## config.mk

```make
export PLATFORM = sky130hd
export DESIGN_NAME = cbt_top
export DESIGN_NICKNAME = d
export VERILOG_FILES = /design/src/verilog/cbt_pkg.sv /design/src/verilog/cbt_stg_if.sv /design/src/verilog/cbt_stg.sv /design/src/verilog/cbt_top.sv
export SDC_FILE = /design/constraint.sdc
export NUM_CORES = 1
export LEC_CHECK = 0
export BUFFER_PORTS_ARGS = -buffer_cell sky130_fd_sc_hd__buf_2
export CAP_MARGIN = 20
export CELL_PAD_IN_SITES_DETAIL_PLACEMENT = 1
export CELL_PAD_IN_SITES_GLOBAL_PLACEMENT = 2
export CORE_MARGIN = 2
export CORE_UTILIZATION = 28
export DETAILED_ROUTE_END_ITERATION = 6
export PLACE_DENSITY_LB_ADDON = 0.1
export RECOVER_POWER = 25
export SLEW_MARGIN = 10
export SYNTH_ARGS = -nofsm -noshare
export SYNTH_HDL_FRONTEND = slang
export SYNTH_SLANG_ARGS = --single-unit
```

## constraint.sdc

```tcl
create_clock -name I_MCLK -period 2 [get_ports I_MCLK]
set_input_delay 0.2 -clock I_MCLK [delete_from_list [all_inputs] [get_ports I_MCLK]]
set_output_delay 0.2 -clock I_MCLK [all_outputs]
set_load 0.03 [all_outputs]
```

## src/verilog/cbt_pkg.sv

```systemverilog
// Purpose: shared constants and types for the correlator built-in test block
// Assumes: 10 MHz master clock, Avalon-MM register slave with 32-bit data
// Notes: byte offsets, field positions and reset values live here only
package cbt_pkg;
  localparam int unsigned CLK_HZ = 10_000_000;
  localparam int unsigned STG_BIT_MS = 20;
  localparam int unsigned STG_BIT_CYCLES = STG_BIT_MS * (CLK_HZ / 1000);
  localparam int unsigned NCH = 6;
  localparam int unsigned NPH = 7;
  localparam int unsigned PH_W = 28;
  localparam int unsigned ACC_W = 14;
  localparam int unsigned AW = 6;
  localparam int unsigned DW = 32;
  localparam int unsigned SRC_W = 4;
  // byte offsets
  localparam logic [AW-1:0] OFS_BIT = 6'h00;
  localparam logic [AW-1:0] OFS_TIMER = 6'h04;
  localparam logic [AW-1:0] OFS_SRCSEL = 6'h08;
  localparam logic [AW-1:0] OFS_STATUS = 6'h0C;
  // builtin_test_register fields
  localparam int unsigned BIT_FE_TEST = 0;
  localparam int unsigned BIT_STG_EN = 5;
  localparam int unsigned BIT_STG_SRC = 6;
  localparam logic [15:0] BIT_RST = 16'h0000;
  // timer_control_register fields
  localparam int unsigned TMR_TEST_EN = 4;
  localparam int unsigned TMR_FB_LO = 5;
  localparam int unsigned TMR_FB_HI = 7;
  localparam int unsigned TMR_TEST_SEL = 8;
  localparam logic [15:0] TMR_RST = 16'h0000;
  localparam logic [NCH*SRC_W-1:0] SRCSEL_RST = 24'h000000;
  localparam logic [SRC_W-1:0] SRC_SELFTEST = 4'hA;
  // master clock divided by 91
  localparam logic [6:0] DIV91_LAST = 7'h5A;
  localparam logic [6:0] DIV91_HALF = 7'h2E;
  // weight converter codes on the top five carrier phase bits
  localparam logic [4:0] WC_CODE_A = 5'h0B;
  localparam logic [2:0] WC_PFX_B = 3'h3;
  localparam logic [2:0] WC_PFX_C = 3'h4;
  localparam logic [4:0] WC_CODE_D = 5'h14;
  typedef enum logic [2:0] {
    MODE_NORMAL = 3'b001,
    MODE_SCAN = 3'b010,
    MODE_OBS = 3'b100
  } cbt_mode_t;
endpackage

```

## src/verilog/cbt_stg_if.sv

```systemverilog
// Purpose: link between the test block and its self-test pattern generator
// Assumes: single clock domain
// Notes: ctl side feeds the source channel state, gen side returns samples
`timescale 1ns/10ps
interface cbt_stg_if;
  logic enable;
  logic [4:0] phase_top;
  logic code;
  logic sign;
  logic mag;
  logic data_bit;
  modport ctl (output enable, output phase_top, output code,
               input sign, input mag, input data_bit);
  modport gen (input enable, input phase_top, input code,
               output sign, output mag, output data_bit);
endinterface

```

## src/verilog/cbt_stg.sv

```systemverilog
// Purpose: self-test pattern generator with carrier weight converter
// Assumes: source channel phase and code arrive already selected
// Notes: data bit period is a parameter so simulation can shorten it
`timescale 1ns/10ps
module cbt_stg #(
  parameter int unsigned P_BIT_CYCLES = cbt_pkg::STG_BIT_CYCLES
) (
  input wire logic i_clk,
  input wire logic i_rst_b,
  cbt_stg_if.gen stg
);
  import cbt_pkg::*;

  logic [17:0] cnt_reg;
  logic [17:0] cnt_next;
  logic bit_reg;
  logic bit_next;
  logic wc_mag;
  logic wc_sign;
  logic cnt_wrap;

  assign wc_mag = (stg.phase_top == WC_CODE_A) || (stg.phase_top[4:2] == WC_PFX_B)
                  || (stg.phase_top[4:2] == WC_PFX_C) || (stg.phase_top == WC_CODE_D);
  assign wc_sign = stg.phase_top[4];
  assign cnt_wrap = (cnt_reg == 18'(P_BIT_CYCLES - 1));
  assign cnt_next = (!stg.enable || cnt_wrap) ? 18'h00000 : cnt_reg + 18'h00001;
  // first bit after enable is low, then toggles each period
  assign bit_next = !stg.enable ? 1'b0 : (cnt_wrap ? !bit_reg : bit_reg);

  always_ff @(posedge i_clk) begin
    if (!i_rst_b) begin
      cnt_reg <= 18'h00000;
      bit_reg <= 1'b0;
    end else begin
      cnt_reg <= cnt_next;
      bit_reg <= bit_next;
    end
  end

  // code and data modulate the converter sign; idle generator outputs zero
  assign stg.sign = stg.enable & (wc_sign ^ stg.code ^ bit_reg);
  assign stg.mag = stg.enable & wc_mag;
  assign stg.data_bit = bit_reg;
endmodule

```

## src/verilog/cbt_top.sv

```systemverilog
// Purpose: correlator built-in and manufacturing test logic
// Assumes: test pins synchronous to I_MCLK; channels own their scan loops
// Notes: every output is registered; outputs fed from registered mode, scan and clock select pins lag those pins by two cycles
`timescale 1ns/10ps
// Overview of operation
// - self-test generator runs only while enabled
// - generator uses channel 1 or 2 by select
// - channels selecting self-test take generator samples
// - data bit toggles every 20 ms, low first
// - code and Doppler follow source channel settings
// - self-test sign and magnitude drive test pins
// - weight converter table; sign equals phase MSB
// - writing 0020 enables generator from channel 1
// - front-end test output unlocks front-end synthesiser
// - same output tests second receiver; pass input
// - three mark feedbacks selected by timer bits 7:5
// - timer bits 4,8 choose mark source
// - each channel has one scan loop
// - shared scan input, seven scan outputs
// - scan pin high selects shift mode
// - clock select replaces phases by test clocks
// - both mode selects low: inputs, outputs low
// - mode one high, mode two low: scan data on outputs
// - mode two high: aux pins observe channel 1
// - arm and bit-half selection of observed accumulators
// - test outputs carry channel 1 timing nodes
module cbt_top #(
  parameter int unsigned P_BIT_CYCLES = cbt_pkg::STG_BIT_CYCLES
) (
  input wire logic I_MCLK,
  input wire logic I_RST_B,
  input wire logic [cbt_pkg::AW-1:0] I_AVS_ADDRESS,
  input wire logic I_AVS_READ,
  input wire logic I_AVS_WRITE,
  input wire logic [cbt_pkg::DW-1:0] I_AVS_WRITEDATA,
  output logic [cbt_pkg::DW-1:0] O_AVS_READDATA,
  output logic O_AVS_WAITREQUEST,
  input wire logic [9:0] I_SAT_SIGN,
  input wire logic [9:0] I_SAT_MAG,
  output logic [6:0] O_AUX_SIGN,
  output logic [6:0] O_AUX_SIGN_OE,
  output logic [7:0] O_AUX_MAG,
  output logic [7:0] O_AUX_MAG_OE,
  output logic [cbt_pkg::NCH-1:0] O_CH_SIGN,
  output logic [cbt_pkg::NCH-1:0] O_CH_MAG,
  input wire logic [cbt_pkg::PH_W-1:0] I_CH1_CARR_PHASE,
  input wire logic [cbt_pkg::PH_W-1:0] I_CH2_CARR_PHASE,
  input wire logic I_CH1_PROMPT_CODE,
  input wire logic I_CH2_PROMPT_CODE,
  output logic O_TEST_SIGN,
  output logic O_TEST_MAG,
  output logic O_FE_TEST,
  input wire logic I_FE_LOCK,
  input wire logic I_SECOND_RX_PASS,
  input wire logic [2:0] I_MARK_FB,
  input wire logic I_SECOND_MARK,
  input wire logic I_CHANNEL_ONE_DUMP_SIGNAL,
  output logic O_TIME_MARK,
  input wire logic I_SCAN_MODE,
  input wire logic I_SCAN_SERIAL_IN,
  output logic O_SCAN_SHIFT,
  output logic O_SCAN_SERIAL,
  input wire logic [6:0] I_SCAN_LOOP_OUT,
  input wire logic I_TEST_CLK_SEL,
  input wire logic I_TMS_ONE,
  input wire logic I_TMS_TWO,
  input wire logic [cbt_pkg::NPH-1:0] I_INT_PHASE,
  input wire logic [cbt_pkg::NPH-1:0] I_TCK,
  output logic [cbt_pkg::NPH-1:0] O_TCK,
  output logic [cbt_pkg::NPH-1:0] O_TCK_OE,
  output logic [cbt_pkg::NPH-1:0] O_CLK_PHASE,
  output logic [6:0] O_TDO,
  input wire logic [cbt_pkg::ACC_W-1:0] I_CH1_I_PROMPT,
  input wire logic [cbt_pkg::ACC_W-1:0] I_CH1_I_DITH,
  input wire logic [cbt_pkg::ACC_W-1:0] I_CH1_Q_PROMPT,
  input wire logic [cbt_pkg::ACC_W-1:0] I_CH1_Q_DITH,
  input wire logic [15:0] I_CH1_MIX,
  input wire logic I_CH1_CODE_CLK,
  input wire logic I_CH1_DITH_CODE,
  input wire logic I_CH1_PRESET_LOAD,
  input wire logic I_TICK,
  input wire logic I_CH1_EPOCH_CARRY,
  input wire logic I_STATUS_LATCH,
  input wire logic I_CH1_SAMPLED_SIGN,
  input wire logic I_CH1_SAMPLED_MAG,
  input wire logic I_CODE_GEN_RESET
);
  import cbt_pkg::*;

  cbt_stg_if stg_if ();

  // register file
  logic [15:0] bit_reg;
  logic [15:0] bit_next;
  logic [15:0] tmr_reg;
  logic [15:0] tmr_next;
  logic [NCH*SRC_W-1:0] src_reg;
  logic [NCH*SRC_W-1:0] src_next;
  logic wait_reg;
  logic wait_next;
  logic [DW-1:0] rdata_reg;
  logic [DW-1:0] rdata_next;
  // test pin controls
  cbt_mode_t mode_reg;
  cbt_mode_t mode_next;
  logic test_clock_select_pin_reg;
  logic scan_reg;
  logic test_mode_select_one_reg;
  logic input_sign_nine_reg;
  logic [6:0] div_reg;
  logic [6:0] div_next;
  logic [NCH-1:0] ch_sign_next;
  logic [NCH-1:0] ch_mag_next;
  // observability
  logic [ACC_W-1:0] acc_i;
  logic [ACC_W-1:0] acc_q;
  logic [6:0] obs_i;
  logic [6:0] obs_q;
  logic [3:0] obs_mix;
  logic [6:0] obs_sign;
  logic [7:0] obs_mag;
  logic [6:0] obs_tck;
  logic [6:0] obs_tdo;
  logic [6:0] tdo_next;
  logic obs_on;
  logic [PH_W-1:0] ch1_ph;
  // bus decode
  logic req;
  logic take;
  logic wr_take;
  logic hit_bit;
  logic hit_tmr;
  logic hit_src;
  logic hit_sts;
  logic [2:0] fb_sel;
  logic fb_hit;
  logic div_wave;
  logic mark_next;
  logic [DW-1:0] sts_word;

  assign req = I_AVS_READ | I_AVS_WRITE;
  assign take = req & wait_reg;
  assign wr_take = I_AVS_WRITE & !wait_reg;
  assign hit_bit = (I_AVS_ADDRESS[AW-1:2] == OFS_BIT[AW-1:2]);
  assign hit_tmr = (I_AVS_ADDRESS[AW-1:2] == OFS_TIMER[AW-1:2]);
  assign hit_src = (I_AVS_ADDRESS[AW-1:2] == OFS_SRCSEL[AW-1:2]);
  assign hit_sts = (I_AVS_ADDRESS[AW-1:2] == OFS_STATUS[AW-1:2]);
  // one wait cycle, then a single cycle with waitrequest low
  assign wait_next = !take;
  assign bit_next = (wr_take && hit_bit) ? I_AVS_WRITEDATA[15:0] : bit_reg;
  assign tmr_next = (wr_take && hit_tmr) ? I_AVS_WRITEDATA[15:0] : tmr_reg;
  assign src_next = (wr_take && hit_src) ? I_AVS_WRITEDATA[NCH*SRC_W-1:0] : src_reg;

  // status: lock, second receiver pass, data bit, raw and selected feedback
  assign fb_sel = tmr_reg[TMR_FB_HI:TMR_FB_LO];
  assign fb_hit = |(fb_sel & I_MARK_FB);
  assign sts_word = {25'h0000000, fb_hit, I_MARK_FB, stg_if.data_bit,
                     I_SECOND_RX_PASS, I_FE_LOCK};
  assign rdata_next = !take ? rdata_reg :
                      (I_AVS_WRITE ? 32'h00000000 :
                      (hit_bit ? {16'h0000, bit_reg} :
                      (hit_tmr ? {16'h0000, tmr_reg} :
                      (hit_src ? {8'h00, src_reg} :
                      (hit_sts ? sts_word : 32'h00000000)))));

  always_ff @(posedge I_MCLK) begin
    if (!I_RST_B) begin
      bit_reg <= BIT_RST;
      tmr_reg <= TMR_RST;
      src_reg <= SRCSEL_RST;
      wait_reg <= 1'b1;
      rdata_reg <= 32'h00000000;
    end else begin
      bit_reg <= bit_next;
      tmr_reg <= tmr_next;
      src_reg <= src_next;
      wait_reg <= wait_next;
      rdata_reg <= rdata_next;
    end
  end

  assign O_AVS_WAITREQUEST = wait_reg;
  assign O_AVS_READDATA = rdata_reg;

  // self-test generator source
  assign stg_if.enable = bit_reg[BIT_STG_EN];
  assign stg_if.phase_top = bit_reg[BIT_STG_SRC] ? I_CH2_CARR_PHASE[PH_W-1 -: 5]
                                                 : I_CH1_CARR_PHASE[PH_W-1 -: 5];
  assign stg_if.code = bit_reg[BIT_STG_SRC] ? I_CH2_PROMPT_CODE : I_CH1_PROMPT_CODE;

  cbt_stg #(
    .P_BIT_CYCLES(P_BIT_CYCLES)
  ) u_stg (
    .i_clk(I_MCLK),
    .i_rst_b(I_RST_B),
    .stg(stg_if.gen)
  );

  // per-channel input source selection
  genvar gc;
  generate
    for (gc = 0; gc < NCH; gc = gc + 1) begin : g_ch
      logic [SRC_W-1:0] sel;
      assign sel = src_reg[gc*SRC_W +: SRC_W];
      assign ch_sign_next[gc] = (sel == SRC_SELFTEST) ? stg_if.sign :
                                ((sel < SRC_SELFTEST) ? I_SAT_SIGN[sel] : 1'b0);
      assign ch_mag_next[gc] = (sel == SRC_SELFTEST) ? stg_if.mag :
                               ((sel < SRC_SELFTEST) ? I_SAT_MAG[sel] : 1'b0);
    end
  endgenerate

  // time mark source and master clock divided by 91
  assign div_next = (div_reg == DIV91_LAST) ? 7'h00 : div_reg + 7'h01;
  assign div_wave = (div_reg < DIV91_HALF);
  assign mark_next = !tmr_reg[TMR_TEST_EN] ? I_SECOND_MARK :
                     (tmr_reg[TMR_TEST_SEL] ? I_CHANNEL_ONE_DUMP_SIGNAL : div_wave);

  // test mode decode from raw pins, registered into mode_reg
  assign mode_next = I_TMS_TWO ? MODE_OBS :
                     (I_TMS_ONE ? MODE_SCAN : MODE_NORMAL);
  assign obs_on = (mode_reg == MODE_OBS);

  // observed accumulators: prompt or dithering arm, upper or lower half
  assign acc_i = test_mode_select_one_reg ? I_CH1_I_DITH : I_CH1_I_PROMPT;
  assign acc_q = test_mode_select_one_reg ? I_CH1_Q_DITH : I_CH1_Q_PROMPT;
  assign obs_i = input_sign_nine_reg ? {acc_i[12], acc_i[5:0]} : {acc_i[13], acc_i[11:6]};
  assign obs_q = input_sign_nine_reg ? {acc_q[12], acc_q[5:0]} : {acc_q[13], acc_q[11:6]};
  assign obs_mix = I_CH1_MIX[{input_sign_nine_reg, test_mode_select_one_reg, 2'b00} +: 4];
  assign obs_sign = {obs_q[1], obs_q[3], obs_q[5], obs_i[0], obs_i[2], obs_i[4], obs_i[6]};
  assign obs_mag = {1'b0, obs_q[0], obs_q[2], obs_q[4], obs_q[6], obs_i[1], obs_i[3],
                    obs_i[5]};
  assign obs_tck = {I_CODE_GEN_RESET, obs_mix, I_CH1_SAMPLED_MAG, I_CH1_SAMPLED_SIGN};
  assign ch1_ph = I_CH1_CARR_PHASE;
  assign obs_tdo = test_mode_select_one_reg ?
    {I_STATUS_LATCH, I_CH1_EPOCH_CARRY, ch1_ph[27], ch1_ph[26], ch1_ph[25],
     I_CH1_DITH_CODE, I_CH1_CODE_CLK} :
    {I_STATUS_LATCH, I_CH1_EPOCH_CARRY, ch1_ph[27], I_TICK, I_CH1_PRESET_LOAD,
     I_CH1_PROMPT_CODE, I_CH1_CODE_CLK};

  always_comb begin
    unique case (mode_reg)
      MODE_NORMAL: tdo_next = 7'h00;
      MODE_SCAN: tdo_next = I_SCAN_LOOP_OUT;
      MODE_OBS: tdo_next = obs_tdo;
      default: tdo_next = 7'h00;
    endcase
  end

  always_ff @(posedge I_MCLK) begin
    if (!I_RST_B) begin
      mode_reg <= MODE_NORMAL;
      test_clock_select_pin_reg <= 1'b0;
      scan_reg <= 1'b0;
      test_mode_select_one_reg <= 1'b0;
      input_sign_nine_reg <= 1'b0;
      div_reg <= 7'h00;
    end else begin
      mode_reg <= mode_next;
      test_clock_select_pin_reg <= I_TEST_CLK_SEL;
      scan_reg <= I_SCAN_MODE;
      test_mode_select_one_reg <= I_TMS_ONE;
      input_sign_nine_reg <= I_SAT_SIGN[9];
      div_reg <= div_next;
    end
  end

  // registered pin drivers
  always_ff @(posedge I_MCLK) begin
    if (!I_RST_B) begin
      O_CH_SIGN <= '0;
      O_CH_MAG <= '0;
      O_TEST_SIGN <= 1'b0;
      O_TEST_MAG <= 1'b0;
      O_FE_TEST <= 1'b0;
      O_TIME_MARK <= 1'b0;
      O_SCAN_SHIFT <= 1'b0;
      O_SCAN_SERIAL <= 1'b0;
      O_CLK_PHASE <= '0;
      O_TDO <= 7'h00;
    end else begin
      O_CH_SIGN <= ch_sign_next;
      O_CH_MAG <= ch_mag_next;
      O_TEST_SIGN <= stg_if.sign;
      O_TEST_MAG <= stg_if.mag;
      O_FE_TEST <= bit_reg[BIT_FE_TEST];
      O_TIME_MARK <= mark_next;
      O_SCAN_SHIFT <= scan_reg;
      O_SCAN_SERIAL <= I_SCAN_SERIAL_IN;
      O_CLK_PHASE <= test_clock_select_pin_reg ? I_TCK : I_INT_PHASE;
      O_TDO <= tdo_next;
    end
  end

  always_ff @(posedge I_MCLK) begin
    if (!I_RST_B) begin
      O_AUX_SIGN <= 7'h00;
      O_AUX_MAG <= 8'h00;
      O_TCK <= '0;
      O_AUX_SIGN_OE <= 7'h00;
      O_AUX_MAG_OE <= 8'h00;
      O_TCK_OE <= '0;
    end else begin
      O_AUX_SIGN <= obs_on ? obs_sign : 7'h00;
      O_AUX_MAG <= obs_on ? obs_mag : 8'h00;
      O_TCK <= obs_on ? obs_tck : 7'h00;
      O_AUX_SIGN_OE <= {7{obs_on}};
      O_AUX_MAG_OE <= {8{obs_on}};
      O_TCK_OE <= {7{obs_on}};
    end
  end
endmodule
```

Yosys cells after proc, flatten, opt, wreduce, memory -nomap -nowiden. Cells that the tools add are included. W data, S select, Z words.

Bits of input ports: 234. Register bits: 178. Logic and storage cells: 156. Output and inout bits: 109.

Bitwise gates (word level): 9. Eq/ne operators: 17. Shift-type cells: 1. Order comparisons: 13. Reductions and logical operators: 18. Multiplexer cells: 66. Add/subtract/negate cells: 2.

Operator list (number): $mux W24 (4); $bmux W1 S4 (12); $mux W1 (39); $lt A4 B5 Y1 const B (6); $mux W14 (2); $mux W7 (4); $eq A4 B4 Y1 const B (6); $lt A4 B4 Y1 const B (6); $add A18 B1 Y18 const B (1); $eq A18 B18 Y1 const B (1); $shiftx A16 B5 Y4 (1); $pmux W7 S2 (1); $eq A4 B2 Y1 const B (2); $add A7 B1 Y7 const B (1); $eq A7 B7 Y1 const B (1); $lt A7 B6 Y1 const B (1); $eq A3 B2 Y1 const B (2); $eq A3 B3 Y1 const B (2); $reduce_or A2 Y1 (3); $eq A5 B4 Y1 const B (1); $eq A5 B5 Y1 const B (1); $mux W5 (1); $and A1 B1 Y1 (4); $eq A4 B1 Y1 const B (1); other kinds (13) (23).

Longest topological paths before layout. Gate-level depths: netlist of the first run.

Word-level depth: 7. Depth in mapped cells: 8. Depth with buffers taken out: 5.

Cells and area by module. Synthesis of the first run repeated with hierarchy kept, for this count alone.

Cells, all modules: 868. Area, all modules: 8404.3 µm².

Modules (own cells, without submodules): cbt_top (area an instance 7465.9 µm², times used 1, sequential area each 2982.9 µm², cells each 762); cbt_stg (area an instance 938.4 µm², times used 1, sequential area each 380.4 µm², cells each 106).

Least setup slack after synthesis of the first run. No wires, ideal clock.

Kind: register -> register. From: reg src_reg[4]. To: reg O_CH_SIGN[1] (netlist bit). Library setup time: 0.117 ns. Buffers on the path: 1. Arrival time: 1.402 ns. Data required time: 1.883 ns. Clock period less this slack: 1.519 ns. Path slack: 0.481 ns. Stages on the path, launching flop included: 6. Cell sequence: dfxtp_1 -> buf_4 -> mux4_2 -> a221oi_1 -> a21oi_1 -> a22o_1.

Word-level cells in the longest chain between the ends: 4. Elaborated cells between the ends (all ways): 6. Classes of those cells: order compare: 1; eq/ne: 1; mux: 4.

RTL lines: start, declared (line cbt_top.sv:97) `logic [NCH*SRC_W-1:0] src_reg;`; start signal, assigned (line cbt_top.sv:176) `src_reg <= src_next;`; $bmux W1 S4 (line cbt_top.sv:206) `((sel < SRC_SELFTEST) ? I_SAT_SIGN[sel] : 1'b0);`; $mux W1 (not written as such) (line cbt_top.sv:206); $mux W1 (line cbt_top.sv:206); $mux W1 * (line cbt_top.sv:205) `assign ch_sign_next[gc] = (sel == SRC_SELFTEST) ? stg_if.sign :`; end signal, assigned (line cbt_top.sv:281) `O_CH_SIGN <= ch_sign_next;`; end, declared (line cbt_top.sv:44) `output logic [cbt_pkg::NCH-1:0] O_CH_SIGN,`.

Every way passes the cells marked *; elsewhere a longest branch is shown, timed or not. The select of a mux whose other input is x is not followed. A chain may end at the register's enable or synchronous reset.

Worst setup path after layout of the first run.
From: in I_RST_B. To: reg div_reg[4].

Word-level cells in the longest chain between the ends: 2.

RTL lines: start, declared (line cbt_top.sv:31) `input wire logic I_RST_B,`; $not A1 Y1 (no line); $reduce_or A2 Y1 (no line); end signal, assigned (line cbt_top.sv:263) `div_reg <= div_next;`; end, declared (line cbt_top.sv:110) `logic [6:0] div_reg;`.

Every way passes these cells.

==> summary.txt, run 1 <==
Die
  • Starting Density: 28.53%
  • IO Count: 343
  • Die footprint: 30710 sq um
  • Row count: 62
  • Die W: 175.2 microns
  • Chip height: 175.2 microns
  • Core ar.: 28780 sq um

Place
  • Routability cong.: 0.7974
  • DP HPWL: 22270 microns
  • Port Buffers: 277

Power
  • Switching pwr: 2.051 mW
  • P_leak: 4.195 nW
  • Clock group share of total power: 44.9%
  • Gate power share: 11.4%
  • P_int: 5.821 mW
  • Switch share: 26.05%
  • Power Total: 7.872 mW
  • PD cells: 740.0 nW/um^2
  • Sequential share of power: 43.7%
  • Maximum VDD drop: 0.0005468 V

Synthesis
  • Xor/xnor cell area share of the yosys netlist: 1.600%
  • Post-synth cell types: 64
  • Register area share after synthesis: 40.96%
  • Post-Syn Instances: 868
  • Post-synthesis compound-gate area fraction: 14.69%
  • Yosys reg bits: 168
  • Yosys Warn Count: 0
  • Main combinational cell family by area after synthesis: simple AND/OR/NAND/NOR gates
  • Asr flop ratio synth: 0%
  • Synth Flop Type: dfxtp_1
  • Synth Area in Adders: 0.4572%
  • Mapped cell area: 8210 sq um
  • EDFF count, synth: 0
  • Post-synthesis mux area share: 16.76%
  • Avg Cell Area, Syn: 9.459 sq um
  • Simple-gate portion of the synthesized area: 17.59%

Drt
  • Final ANT Viol Nets: 0
  • Post-Route WL: 29820 microns
  • Vias per inst: 4.841
  • First-pass DRT Iterations: 4
  • # DRC: 0
  • Vias: 7412
  • Routed len/inst: 19.48 microns
  • Initial DRC count: 315

Global routing
  • Vias in the first global route: 7645
  • Largest net degree at the start of global routing: 85
  • Global Route Usage Sum: 19.36%
  • Met1 GRT Util: 23.13%
  • Met3 GRT Util: 3.046%
  • Global-route wire length before repair: 45590 microns
  • Initial antenna violation count: 1
  • GRT overflow: 0
  • M2 GR Usage: 35.48%
  • GRT busiest layer: met2

Clock network
  • Clock root buffer: clkbuf_16
  • Worst-Skew Late Latency: 0.43 ns
  • TritonCTS clock tree: built
  • Total CTS buffers: 17
  • Post-CTS Setup Bufs: 0
  • Clock buffer depth: 2
  • CTS H-tree depth: 4
  • Clock-pin slew on the worst setup and hold paths: 0.07 ns
  • Clock sinks: 168
  • CTS Hold Bufs: 22
  • Resize count post-CTS: 0

Worst setup path
  • Reg-to-reg endpoint: O_CH_SIGN[2]
  • Worst EP required: 2.37 ns
  • Critical Path End: div_reg[4]
  • Crit-path slowest cell: clkbuf_1
  • Critical Path AT: 2.13 ns
  • FF-to-FF setup slack: 0.28 ns
  • Worst path cell trace: clkbuf_1, clkbuf_1, o41ai_1, buf_2, nor2_1
  • Crit path max fanout: 23
  • Launch point of the worst path: I_RST_B
  • Max stage delay on crit path: 1.09 ns
  • Crit Reg-Reg Startpoint: src_reg[8]
  • Startpoint Class: primary input
  • Critical path class: primary input to register
  • R2R cell count: 4
  • CP Capture Type: register
  • Most Frequent Cell on Critical Path: clkbuf_1

STA
  • Slew Viols, Final: 0
  • Least-Margin Pin Slew: 1.467 ns
  • Setup TNS: 0 ns
  • Minimum clock period after layout: 1.763 ns
  • Fin Clk Skew: 0.01518 ns
  • FMAX: 567.4 MHz
  • Final Hold Viols: 0
  • Slew Limit Headroom: 2.168%
  • Fin crit share: 88.13%
  • RSZ-0062 raised after global routing: false
  • Final Setup Violations: 0

Final layout
  • Nets@finish: 1371
  • Most frequent cells in the layout: 222 x buf_2, 168 x dfxtp_1, 119 x nand2_1
  • Diode count: 0
  • Area Overhead vs Synth: 29.56%
  • Commonest non-fill, non-tap cell in the layout: buf_2
  • Layout cells sized above 1: 30.17%

Run
  • Max cap viols: 0

Status
  • Status: finished, final reports clean

Hold path
  • Worst hold path class: primary input to register
-- synth_stat cells, types with 7 or more instances --
master	number	area, sq um
dfxtp_1	168	3363
nand2_1	119	446.7
a21oi_1	78	390.4
nor2_1	53	198.9
buf_4	42	315.3
mux4_2	40	900.9
o21ai_0	37	185.2
mux2i_1	34	340.3
and2_1	32	200.2
inv_1	30	112.6
clkbuf_1	27	101.4
a22oi_1	19	142.6
a22o_1	15	131.4
buf_2	13	65.06
mux2_2	12	135.1
nand3b_1	12	90.09
nand3_1	11	55.05
a31oi_1	9	56.30
o2111ai_1	9	78.83
xor2_1	9	78.83
nand2b_1	7	43.79
or3_1	7	43.79
-- cell families after synthesis --
kind of cell             after synthesis
multiplexers                          86
buffers and inverters                120
adder cells (fa/ha/maj)                3
XOR/XNOR                              15
AO/OA/AOI/OAI                        193
flip-flops                           168
AND/OR/NAND/NOR                      282
other                                  1
-- power groups by stage --
stage / clock (mW) / combinational [mW] / sequential [mW]
after detailed placement: 0 / 0.879 / 3.52
after global routing: 3.80 / 0.969 / 3.45
after global placement: 0 / 0.878 / 3.52
final: 3.53 / 0.898 / 3.44
after CTS: 3.68 / 0.922 / 3.44
after floorplan: 0 / 0.403 / 3.59
-- metal layers --
layer,vias up,part of all wire (%),routed length (microns)
met5,-,0.030,9
met4,2,1.2,348
met3,23,4.8,1417
met2,198,52,15650
met1,3619,42,12390
li1,3570,-,-
-- area by class of cell --
type                    instances  area (sq um)
fillers                      3438         18140
multi-input cells             588          4229
flip-flops and latches        168          3363
repair buffers                327          1815
well taps                     384         480.5
clock buffers                  18         439.2
clock inverters                14         188.9
inverters                      32         121.4
-- through the flow --
step	cell area (sq um)	hold slack, ns	std cells	worst slack, ns	utilization (%)
global placement	9858	0.3711	1476	0.1529	34.25
finish	10640	0.02812	1531	0.2375	36.96
global route	10640	0.02486	1531	0.1118	36.96
CTS	10710	0.001442	1531	0.2738	37.22
detailed placement	9863	0.3729	1477	0.2893	34.27
floorplan	8240	0.2716	876	0.4814	-
-- worst min-delay path by stage --
stage	start	cells after the start	to
2_1_floorplan	I_TMS_TWO	1	mode_reg[1]
3_3_place_gp	I_TMS_TWO	2	mode_reg[1]
3_5_place_dp	I_TMS_TWO	2	mode_reg[1]
4_1_cts	I_TMS_ONE	2	test_mode_select_one_reg
5_1_grt	I_AVS_WRITEDATA[17]	3	src_reg[17]
6_report	I_AVS_WRITEDATA[23]	3	src_reg[23]
-- critical path, delay by kind of cell --
kind	cells	cell delay (ns)
buf+inv	3	1.50
compound gates	1	0.33
simple gates	1	0.09
Power figures use the tool's default switching activity.
==> run 2, diff against run 1 <==
Settings changed: BUFFER_PORTS_ARGS -buffer_cell sky130_fd_sc_hd__buf_2 to -buffer_cell sky130_fd_sc_hd__buf_4, CORE_MARGIN 2 to unset.
==> summary.txt, run 2 (synthesized netlist as in run 1, its figures left out) <==
Clock network
  • Worst-Skew Late Latency: 0.44 ns (about the same)
  • Resize count post-CTS: 0 (unchanged)
  • Clock buffer depth: 2 (unchanged)
  • Total CTS buffers: 17 (unchanged)
  • Clock root buffer: clkbuf_16
  • Clock-pin slew on the worst setup and hold paths: 0.08 ns (about the same)
  • Clock sinks: 168 (unchanged)
  • TritonCTS clock tree: built
  • CTS H-tree depth: 4 (unchanged)

STA
  • Fin Clk Skew: 0.01332 ns (-0.001868 ns)
  • Final Hold Viols: 0 (unchanged)
  • Minimum clock period after layout: 1.754 ns (-0.008418 ns)
  • Least-Margin Pin Slew: 1.484 ns (+0.01646 ns)
  • Setup TNS: 0 ns (unchanged)
  • Final Setup Violations: 0 (unchanged)
  • Slew Limit Headroom: 1.071% (-1.1 points)
  • RSZ-0062 raised after global routing: false
  • FMAX: 570.1 MHz (+0.48%)
  • Fin crit share: 87.70% (-0.42 points)
  • Slew Viols, Final: 0 (unchanged)

Power
  • PD cells: 704.9 nW/um^2 (-4.7%)
  • P_leak: 4.344 nW (+3.5%)
  • Maximum VDD drop: 0.0003878 V (-29%)

Run
  • Max cap viols: 0 (unchanged)

Die
  • Row count: 62 (unchanged)
  • Die W: 173.2 microns (-1.1%)
  • Core ar.: 28780 sq um (unchanged)
  • Chip height: 173.2 microns (-1.1%)
  • Starting Density: 28.53% (unchanged)
  • Die footprint: 30010 sq um (-2.3%)
  • IO Count: 343 (unchanged)

Final layout
  • Diode count: 0 (unchanged)
  • Layout cells sized above 1: 30.37% (+0.21 points)
  • Fin area: 11170 sq um (+5.0%)
  • Commonest non-fill, non-tap cell in the layout: buf_4
  • Most frequent cells in the layout: 246 x buf_4, 168 x dfxtp_1, 119 x nand2_1
  • Area Overhead vs Synth: 36.03%
  • Nets@finish: 1373 (+0.15%)

Hold path
  • Worst hold path class: primary input to register
  • Hold path depth: 3 (unchanged)

Drt
  • Final ANT Viol Nets: 0 (unchanged)
  • Initial DRC count: 268 (-15%)
  • Vias per inst: 4.829 (-0.25%)
  • Vias: 7403 (-0.12%)
  • Routed len/inst: 19.61 microns (+0.67%)
  • Post-Route WL: 30060 microns (+0.80%)
  • # DRC: 0 (unchanged)
  • First-pass DRT Iterations: 4 (unchanged)

Global routing
  • Largest net degree at the start of global routing: 85 (unchanged)
  • GRT overflow: 0 (unchanged)
  • Initial antenna violation count: 0 (-1)
  • Global Route Usage Sum: 19.89% (+0.52 points)
  • Vias in the first global route: 7691 (+0.60%)
  • Global-route wire length before repair: 45560 microns (about the same)

Place
  • Routability cong.: 0.8004 (+0.38%)
  • Post-place instance area: 10570 sq um (+7.2%)
  • Port Buffers: 277 (unchanged)
  • DP HPWL: 22370 microns (+0.48%)

Worst setup path
  • R2R cell count: 4 (unchanged)
  • Critical path class: primary input to register
  • Worst EP required: 2.37 ns (about the same)
  • Critical Path AT: 2.12 ns (about the same)
  • Crit path max fanout: 23 (unchanged)
  • CP Capture Type: register
  • Startpoint Class: primary input

Status
  • Status: finished, final reports clean
run 2: cell count changes in the layout (fill, tap and decap cells not counted), moves of 2 or more:
cell,previous run,this run
inv_8,0,5
buf_2,222,0
clkinv_4,4,2
buf_4,20,246
bufinv_16,3,1
run 2: power by group:
group	switching, mW	internal [mW]
logic	0.517	0.491
clock network	1.63	1.80
registers	0.0385	3.40
run 2: critical path, stage by stage:
cell and delay, ns:
clkbuf_1 0.19, clkbuf_1 1.11, o41ai_1 0.28, buf_4 0.23, a21oi_1 0.11
run 2: layout make-up:
| class | instances | area (sq um) |
|---|---|---|
| timing repair buffer | 329 | 2371 |
| multi-input combinational | 588 | 4229 |
| tap | 384 | 480.5 |
| inverter | 32 | 121.4 |
| clock inverter | 15 | 177.7 |
| fill | 3368 | 17610 |
| clock buffer | 17 | 425.4 |
| sequential | 168 | 3363 |
run 2: worst paths after layout:
check	from	to	slack [ns]
setup / recovery	I_RST_B	div_reg[5]	0.25
hold / removal	I_TCK[2]	O_CLK_PHASE[2]	0.02
setup reg to reg	src_reg[8]	O_CH_SIGN[2]	0.26
hold reg to reg	u_stg.cnt_reg[0]	u_stg.cnt_reg[0]	0.44
run 2: stage by stage:
step / power [mW] / cells / hold WS (ns) / util (%) / setup WS (ns)
5_1_grt: 8.197 / 1533 / 0.004208 / 38.81 / 0.1511
6_report: 7.872 / 1533 / 0.01529 / 38.81 / 0.2459
3_3_place_gp: 4.528 / 1480 / 0.3681 / 36.72 / 0.3024
2_1_floorplan: 3.994 / 876 / 0.2716 / - / 0.4814
3_5_place_dp: 4.532 / 1480 / 0.3697 / 36.72 / 0.2844
4_1_cts: 8.025 / 1533 / 0.0007147 / 39.55 / 0.2686
run 2: timing repair:
item                      in CTS  in global routing
hold endpoints to repair      16                  0
hold buffers                  21                  0
buffers inserted               0                  0
run 2: metal layers:
| layer | vias up | share of wire, % | GRT usage, % |
|---|---|---|---|
| met5 | - | 0 | 0 |
| met2 | 220 | 52 | 37.05 |
| li1 | 3581 | - | - |
| met4 | 0 | 2.0 | 6.268 |
| met1 | 3573 | 41 | 22.70 |
| met3 | 29 | 4.5 | 3.816 |
